**src/rtl/wdrt_pkg.sv**
```systemverilog
// package: watchdog reset timer constants and register map
package wdrt_pkg;
  localparam int unsigned WDRT_AW = 12;
  // register byte offsets
  localparam logic [11:0] WDRT_CTRL_OFF = 12'h0d2;
  localparam logic [11:0] WDRT_CTRL_ADDR = 12'h348;
  localparam logic [11:0] WDRT_IRQ_STAT_ADDR = 12'h400;
  localparam logic [11:0] WDRT_IRQ_MASK_ADDR = 12'h404;
  localparam logic [11:0] WDRT_COUNT_ADDR = 12'h408;
  // control field positions
  localparam int unsigned WDRT_DIV_LSB = 0;
  localparam int unsigned WDRT_KICK_BIT = 2;
  localparam int unsigned WDRT_EN_BIT = 3;
  localparam int unsigned WDRT_UNLOCK_BIT = 4;
  // reset values
  localparam logic [1:0] WDRT_DIV_RST = 2'h0;
  localparam logic WDRT_EN_RST = 1'b1;
  localparam logic [7:0] WDRT_CNT_RST = 8'h00;
  // base division exponent, 2^11 = 2048
  localparam int unsigned WDRT_DIV_BASE_EXP = 11;
  localparam int unsigned WDRT_PRE_W = 14;
  localparam int unsigned WDRT_CNT_W = 8;
  // unlock window in system clocks
  localparam int unsigned WDRT_UNLOCK_CLKS = 16;
  localparam logic [4:0] WDRT_UNLOCK_CLKS_V = 5'h10;
  // interrupt status bits
  localparam int unsigned WDRT_IRQ_W = 3;
  localparam int unsigned WDRT_IRQ_KICK = 0;
  localparam int unsigned WDRT_IRQ_HALF = 1;
  localparam int unsigned WDRT_IRQ_LOCKOUT = 2;
  localparam logic [2:0] WDRT_IRQ_RST = 3'h0;
  // system reset pulse length
  localparam logic [3:0] WDRT_RST_PULSE_CLKS = 4'h8;
endpackage

```
**src/rtl/wdrt_prescaler.sv**
```systemverilog
// tick prescaler: pulse once per selected division of the clock
`timescale 1ns/1ps
module wdrt_prescaler
  import wdrt_pkg::*;
#(
  parameter int unsigned PRE_W = WDRT_PRE_W
) (
  input wire logic pclk,
  input wire logic presetn,
  input wire logic run,
  input wire logic [1:0] div_sel,
  output logic tick
);
  import wdrt_pkg::*;

  logic [PRE_W-1:0] pre_q;
  logic [PRE_W-1:0] last_v;

  // terminal count is 2^(11+sel) - 1
  function automatic logic [PRE_W-1:0] term_of(input logic [1:0] sel);
    logic [PRE_W:0] one;
    one = '0;
    one[WDRT_DIV_BASE_EXP + 32'(sel)] = 1'b1;
    return PRE_W'(one - 1'b1);
  endfunction

  assign last_v = term_of(div_sel);
  assign tick = run && (pre_q >= last_v);

  always_ff @(posedge pclk or negedge presetn) begin
    if (!presetn) begin
      pre_q <= '0;
    end else if (!run || tick) begin
      pre_q <= '0;
    end else begin
      pre_q <= pre_q + 1'b1;
    end
  end
endmodule

```
**src/rtl/wdrt_apb_slave.sv**
```systemverilog
// apb slave front end: single-cycle ready, decode and strobes
`timescale 1ns/1ps
module wdrt_apb_slave
  import wdrt_pkg::*;
(
  input wire logic psel,
  input wire logic penable,
  input wire logic pwrite,
  input wire logic [WDRT_AW-1:0] paddr,
  input wire logic [31:0] rdata_mux,
  input wire logic hit,
  output logic pready,
  output logic pslverr,
  output logic [31:0] prdata,
  output logic wr_stb,
  output logic rd_stb
);
  import wdrt_pkg::*;

  assign pready = psel && penable;
  assign pslverr = psel && penable && !hit;
  assign wr_stb = psel && penable && pwrite && hit;
  assign rd_stb = psel && penable && !pwrite && hit;
  assign prdata = (rd_stb) ? rdata_mux : 32'h0000_0000;
endmodule

```
**src/rtl/wdrt_top.sv**
```systemverilog
// watchdog reset timer: control register, counter, unlock and irq
//
// The APB interface to the registers was decided locally.
`timescale 1ns/1ps
// Notes on behaviour
// - 8-bit counter steps on each divided tick; overflow raises system reset.
// - divider field bits 1:0 select division by 2048, 4096, 8192 or 16384.
// - reset interval is 256 times 2^(11+code) system clocks.
// - writing 1 to kick bit 2 clears counter; the bit always reads 0.
// - enable bit 3 is set by every reset; watchdog runs after reset.
// - clearing enable takes effect only within 16 clocks after unlock bit 4 set.
// - writing 1 to enable always enables, no unlock needed.
module wdrt_top
  import wdrt_pkg::*;
(
  input wire logic pclk,
  input wire logic presetn,
  input wire logic psel,
  input wire logic penable,
  input wire logic pwrite,
  input wire logic [wdrt_pkg::WDRT_AW-1:0] paddr,
  input wire logic [31:0] pwdata,
  input wire logic [3:0] pstrb,
  output logic [31:0] prdata,
  output logic pready,
  output logic pslverr,
  output logic sys_reset_req,
  output logic irq
);
  import wdrt_pkg::*;

  logic [1:0] div_q;
  logic en_q;
  logic unlock_q;
  logic [4:0] win_q;
  logic [7:0] cnt_q;
  logic [3:0] rst_q;
  logic [WDRT_IRQ_W-1:0] stat_q;
  logic [WDRT_IRQ_W-1:0] mask_q;
  logic tick;
  logic wr_stb;
  logic rd_stb;
  logic hit;
  logic [31:0] rdata_mux;
  logic ctrl_wr;
  logic kick;
  logic en_set;
  logic en_clr_req;
  logic en_clr_ok;
  logic overflow;
  logic [WDRT_IRQ_W-1:0] ev;
  logic [7:0] ctrl_view;

  function automatic logic is_reg(input logic [WDRT_AW-1:0] a);
    return (a == WDRT_CTRL_ADDR) || (a == WDRT_IRQ_STAT_ADDR) ||
           (a == WDRT_IRQ_MASK_ADDR) || (a == WDRT_COUNT_ADDR);
  endfunction

  assign hit = is_reg(paddr);

  wdrt_apb_slave u_apb (
    .psel(psel),
    .penable(penable),
    .pwrite(pwrite),
    .paddr(paddr),
    .rdata_mux(rdata_mux),
    .hit(hit),
    .pready(pready),
    .pslverr(pslverr),
    .prdata(prdata),
    .wr_stb(wr_stb),
    .rd_stb(rd_stb)
  );

  // control writes need byte lane 0
  assign ctrl_wr = wr_stb && (paddr == WDRT_CTRL_ADDR) && pstrb[0];
  assign kick = ctrl_wr && pwdata[WDRT_KICK_BIT];
  assign en_set = ctrl_wr && pwdata[WDRT_EN_BIT];
  assign en_clr_req = ctrl_wr && !pwdata[WDRT_EN_BIT] && en_q;
  // unlock must already be armed from an earlier write
  assign en_clr_ok = en_clr_req && unlock_q && (win_q != 5'h00);

  // kick bit never stored; upper bits zero
  assign ctrl_view = {3'b000, unlock_q, en_q, 1'b0, div_q};

  always_comb begin
    rdata_mux = 32'h0000_0000;
    case (paddr)
      WDRT_CTRL_ADDR: rdata_mux = {24'h000000, ctrl_view};
      WDRT_IRQ_STAT_ADDR: rdata_mux = {29'h0, stat_q};
      WDRT_IRQ_MASK_ADDR: rdata_mux = {29'h0, mask_q};
      WDRT_COUNT_ADDR: rdata_mux = {24'h000000, cnt_q};
      default: rdata_mux = 32'h0000_0000;
    endcase
  end

  always_ff @(posedge pclk or negedge presetn) begin
    if (!presetn) begin
      div_q <= WDRT_DIV_RST;
    end else if (ctrl_wr) begin
      div_q <= pwdata[WDRT_DIV_LSB +: 2];
    end
  end

  always_ff @(posedge pclk or negedge presetn) begin
    if (!presetn) begin
      en_q <= WDRT_EN_RST;
    end else if (en_set) begin
      en_q <= 1'b1;
    end else if (en_clr_ok) begin
      en_q <= 1'b0;
    end
  end

  // unlock bit and its 16-clock window
  always_ff @(posedge pclk or negedge presetn) begin
    if (!presetn) begin
      unlock_q <= 1'b0;
      win_q <= 5'h00;
    end else if (ctrl_wr && pwdata[WDRT_UNLOCK_BIT]) begin
      unlock_q <= 1'b1;
      win_q <= WDRT_UNLOCK_CLKS_V;
    end else if (ctrl_wr || win_q == 5'h01) begin
      // any other control write or expiry closes the window
      unlock_q <= 1'b0;
      win_q <= 5'h00;
    end else if (win_q != 5'h00) begin
      win_q <= win_q - 5'h01;
    end
  end

  wdrt_prescaler #(
    .PRE_W(WDRT_PRE_W)
  ) u_pre (
    .pclk(pclk),
    .presetn(presetn),
    .run(en_q && !kick),
    .div_sel(div_q),
    .tick(tick)
  );

  assign overflow = en_q && tick && (cnt_q == 8'hff);

  always_ff @(posedge pclk or negedge presetn) begin
    if (!presetn) begin
      cnt_q <= WDRT_CNT_RST;
    end else if (!en_q || kick) begin
      cnt_q <= WDRT_CNT_RST;
    end else if (tick) begin
      cnt_q <= cnt_q + 8'h01;
    end
  end

  // stretched reset request toward the system reset controller
  always_ff @(posedge pclk or negedge presetn) begin
    if (!presetn) begin
      rst_q <= 4'h0;
    end else if (overflow) begin
      rst_q <= WDRT_RST_PULSE_CLKS;
    end else if (rst_q != 4'h0) begin
      rst_q <= rst_q - 4'h1;
    end
  end
  assign sys_reset_req = (rst_q != 4'h0);

  // events: kick seen, counter past half, refused disable
  assign ev[WDRT_IRQ_KICK] = kick;
  assign ev[WDRT_IRQ_HALF] = en_q && tick && !kick && (cnt_q == 8'h7f);
  assign ev[WDRT_IRQ_LOCKOUT] = en_clr_req && !en_clr_ok;

  always_ff @(posedge pclk or negedge presetn) begin
    if (!presetn) begin
      stat_q <= WDRT_IRQ_RST;
    end else if (wr_stb && paddr == WDRT_IRQ_STAT_ADDR && pstrb[0]) begin
      stat_q <= (stat_q & ~pwdata[WDRT_IRQ_W-1:0]) | ev;
    end else begin
      stat_q <= stat_q | ev;
    end
  end

  always_ff @(posedge pclk or negedge presetn) begin
    if (!presetn) begin
      mask_q <= WDRT_IRQ_RST;
    end else if (wr_stb && paddr == WDRT_IRQ_MASK_ADDR && pstrb[0]) begin
      mask_q <= pwdata[WDRT_IRQ_W-1:0];
    end
  end

  assign irq = |(stat_q & mask_q);
endmodule

```
**config.mk**
```make
export PLATFORM = sky130hd
export DESIGN_NAME = wdrt_top
export DESIGN_NICKNAME = d
export VERILOG_FILES = /design/src/rtl/wdrt_pkg.sv /design/src/rtl/wdrt_prescaler.sv /design/src/rtl/wdrt_apb_slave.sv /design/src/rtl/wdrt_top.sv
export SDC_FILE = /design/constraint.sdc
export NUM_CORES = 1
export LEC_CHECK = 0
export BUFFER_PORTS_ARGS = -buffer_cell sky130_fd_sc_hd__buf_4
export CORE_MARGIN = 3
export CORE_UTILIZATION = 52
export CTS_CLUSTER_SIZE = 12
export DETAILED_ROUTE_END_ITERATION = 8
export PLACE_DENSITY_LB_ADDON = 0.3
export SKIP_CTS_REPAIR_TIMING = 1
export SLEW_MARGIN = 15
export SYNTH_ARGS = -nofsm -noshare
export SYNTH_HDL_FRONTEND = slang
export SYNTH_SLANG_ARGS = --single-unit
```
**constraint.sdc**
```tcl
create_clock -name pclk -period 4.95 [get_ports pclk]
set_clock_uncertainty 0.2 [all_clocks]
set_input_delay 0.2475 -clock pclk [delete_from_list [all_inputs] [get_ports pclk]]
set_output_delay 0.2475 -clock pclk [all_outputs]
set_load 0.02 [all_outputs]
```
==> flow_metrics.env <==
export IMPL_nFillCells=419
export IMPL_internal_power_uw=584
export IMPL_period_share_pct=71.4
export IMPL_dp_cells=381
export IMPL_met3_usage_pct=3.52
export IMPL_r2r_end="u_pre.pre_q[9]"
export IMPL_hp_class="in -> reg"
export IMPL_ys_top_cells_by_area="dfrtp_1 38%, ha_1 7.6%, buf_4 6.9%"
export IMPL_ctsRootBufferMaster="clkbuf_8"
export IMPL_synth_edff_count=0
export IMPL_switching_power_uw=226
export IMPL_synth_cells=284
export IMPL_rows=25
export IMPL_max_slew_margin_pct=40.1
export IMPL_cts_htree_levels=2
export IMPL_grt_usage_pct=19.7
export IMPL_ant_nets=0
export IMPL_cp_required_ns=4.97
export IMPL_met1_usage_pct=25.3
export IMPL_grt_pass1_wl_microns=9570
export IMPL_pre_cts_slack_ns=1.46
export IMPL_setup_tns_ns=0
export IMPL_met2_usage_pct=33.4
export IMPL_yosysTopAreaCell="dfrtp_1"
export IMPL_core_sq_mm=0.00479
export IMPL_cts_path_max_buffers=2
export IMPL_total_power_uw=810
export IMPL_postPlaceCellArea_sq_mm=0.00285
export IMPL_syn_area_per_cell_sq_um=9.23
export IMPL_yosysTopAreaCellShare_pct=38.2
export IMPL_r2r_setup_slack_ns=1.42
export IMPL_fin_area_sq_mm=0.00300
export IMPL_fin_ws_ns=1.42
export IMPL_path_clk_slew_ns=0.08
export IMPL_min_from="pwdata[0]"
export IMPL_firstDrtPassIters=4
export IMPL_p_leak_nw=1.40
export IMPL_ir_drop_mv=0.182
export IMPL_max_cap_viol_count=0
export IMPL_grt_pass1_vias=2115
export IMPL_hpwl_microns=4010
export IMPL_vias=2134
export IMPL_synth_top_flop_cell="dfrtp_1"
export IMPL_worst_pin_slew_ns=0.894
export IMPL_yosys_warnings=0
export IMPL_postSynth_asyncResetShare_pct=100
export IMPL_drc=0
export IMPL_power_per_cell_area_mw_per_mm2=270
export IMPL_status="finished with violations"
export IMPL_overflow=0
export IMPL_drive_gt1_share_pct=18.5
export IMPL_share_comb_of_total_power_pct=19.8
export IMPL_final_cells=392
export IMPL_r2r_start="div_q[0]"
export IMPL_whs_path_depth=3
export IMPL_cts_tree="yes"
export IMPL_die_y_microns=77.0
export IMPL_fmax_mhz=283
export IMPL_ios=89
export IMPL_final_core_util_pct=62.7
export IMPL_rsz0062_at_grt="no"
export IMPL_hold_ws_ns=-0.0213
export IMPL_initial_utilization_pct=54.8
export IMPL_crit_start="div_q[0]"
export IMPL_clock_sinks=41
export IMPL_worstSetupEndpointType="flop"
export IMPL_ys_seq_area_share_pct=39.2
export IMPL_start_kind="flop"
export IMPL_gp_congestion=0.809
export IMPL_nNetsFinal=393
export IMPL_busiest_layer="met2"
export IMPL_r2r_cells=11
export IMPL_dieArea_sq_mm=0.00593
export IMPL_wire_per_inst_microns=13.9
export IMPL_period_needed_ns=3.53
export IMPL_syn2layout_area_growth_pct=14.4
export IMPL_io_buffers=34
export IMPL_hold_viol=2
export IMPL_worstPathMaxFanout=13
export IMPL_p_sw_share_pct=28.0
export IMPL_die_w_microns=77.0
export IMPL_insertion_delay_ns=0.29
export IMPL_slew_viol_final=0
export IMPL_failed_checks="hold timing"
export IMPL_path_class="reg -> reg"
export IMPL_viasPerCell=5.44
export IMPL_clock_power_share_pct=35.1
export IMPL_antenna_found_initial=0
export IMPL_grt_max_degree=42
export IMPL_synthesis_area_sq_mm=0.00262
export IMPL_holdPathEnd="div_q[0]"
export IMPL_yosysUniqueCellTypes=44
export IMPL_ys_seq_elements=41
export IMPL_n_antenna_cell=0
export IMPL_setup_viol=0
export IMPL_pwr_share_seq_pct=45.1
export IMPL_arrival_ns=3.55
export IMPL_drt_initial_drc_count=111
export IMPL_wl_microns=5440
export IMPL_numCtsBuffers=5
layout make-up:
cell class	instances	area [sq um]	area share, %
timing repair buffer	37	285	9.51
tap	67	83.8	2.79
multi-input combinational	223	1430	47.6
clock inverter	1	30.0	1.00
inverter	16	60.1	2.00
sequential	41	1030	34.2
clock buffer	7	86.3	2.88
power by group through the flow:
| stage | Clock, mW | Combinational (mW) | Sequential [mW] |
|---|---|---|---|
| after detailed placement | 0 | 0.158 | 0.371 |
| after global routing | 0.301 | 0.182 | 0.368 |
| after global placement | 0 | 0.149 | 0.371 |
| final | 0.284 | 0.160 | 0.365 |
| after CTS | 0.288 | 0.158 | 0.365 |
| after floorplan | 0 | 0.129 | 0.369 |
critical path, stage by stage (launching register included):
cell	delay (ns)
dfrtp_1	0.45
inv_1	0.12
ha_1	0.31
nand3_1	0.09
ha_1	0.20
xor2_1	0.16
ha_1	0.19
a211oi_1	0.24
o211ai_1	0.15
o22ai_1	0.66
nand2_1	0.48
nor2_1	0.21
per-layer routing:
metal | up-vias | wire [microns]
met2 | 50 | 2640
met4 | 0 | 111
met3 | 13 | 233
met1 | 1044 | 2460
met5 | - | 0
li1 | 1027 | -
cells in the final DEF, fill, tap and decap left out, types with 2 or more instances in the layout:
master / netlist / routed
and3_1: 9 / 9
ha_1: 16 / 16
dlygate4sd3_1: 0 / 3
a22o_1: 4 / 4
nor3_2: 2 / 2
a211oi_1: 2 / 2
nand3_1: 15 / 15
clkbuf_8: 0 / 6
a21oi_1: 13 / 13
o21ai_0: 8 / 8
nor4_2: 2 / 2
or4_4: 2 / 2
or3_1: 4 / 4
xor2_1: 9 / 9
mux2_2: 6 / 6
nor3_1: 8 / 8
nor2_1: 32 / 32
dfrtp_1: 40 / 40
a222oi_1: 2 / 2
inv_1: 16 / 16
xnor2_1: 10 / 10
nand4_1: 4 / 4
or2_2: 3 / 3
buf_4: 24 / 34
a22oi_1: 4 / 4
nand2_1: 25 / 25
o211ai_1: 2 / 2
o22a_1: 2 / 2
conb_1: 1 / 24
or4_1: 2 / 2
state kept, by name, indices dropped and copies added (netlist names):
register / count
win_q: 5
en_q: 1
div_q: 2
mask_q: 3
rst_q: 4
u_pre.pre_q: 14
stat_q: 3
unlock_q: 1
cnt_q: 8
how the worst max path moves through the flow:
stage	depth (start not counted)	end	slack, ns
2_1_floorplan	12	u_pre.pre_q[10]	2.04
3_3_place_gp	11	u_pre.pre_q[0]	1.50
3_5_place_dp	11	u_pre.pre_q[9]	1.46
4_1_cts	11	u_pre.pre_q[9]	1.43
5_1_grt	11	u_pre.pre_q[9]	1.05
6_report	11	u_pre.pre_q[9]	1.42
synthesized netlist by cell type (all sizes together) (2+ instances only):
| master | instances |
|---|---|
| dfrtp | 40 |
| nor2 | 32 |
| buf | 26 |
| nand2 | 25 |
| ha | 16 |
| inv | 16 |
| nand3 | 15 |
| a21oi | 13 |
| nor3 | 10 |
| xnor2 | 10 |
| and3 | 9 |
| xor2 | 9 |
| o21ai | 8 |
| mux2 | 6 |
| a22o | 4 |
| a22oi | 4 |
| nand4 | 4 |
| or3 | 4 |
| or4 | 4 |
| or2 | 3 |
| a211oi | 2 |
| a222oi | 2 |
| nor4 | 2 |
| o211ai | 2 |
| o22a | 2 |
| o31ai | 2 |
kinds of logic (layout without fill, tap and decap cells):
family | count (synthesis) | in the layout | synth area share [%]
XOR/XNOR | 19 | 19 | 6.35
other | 1 | 24 | 0.143
AND/OR/NAND/NOR | 111 | 111 | 21.5
adder cells (fa/ha/maj) | 16 | 16 | 7.63
AO/OA/AOI/OAI | 46 | 46 | 12.5
flip-flops | 41 | 41 | 39.2
multiplexers | 7 | 7 | 2.96
buffers and inverters | 43 | 61 | 9.68
Power figures use the tool's default switching activity.
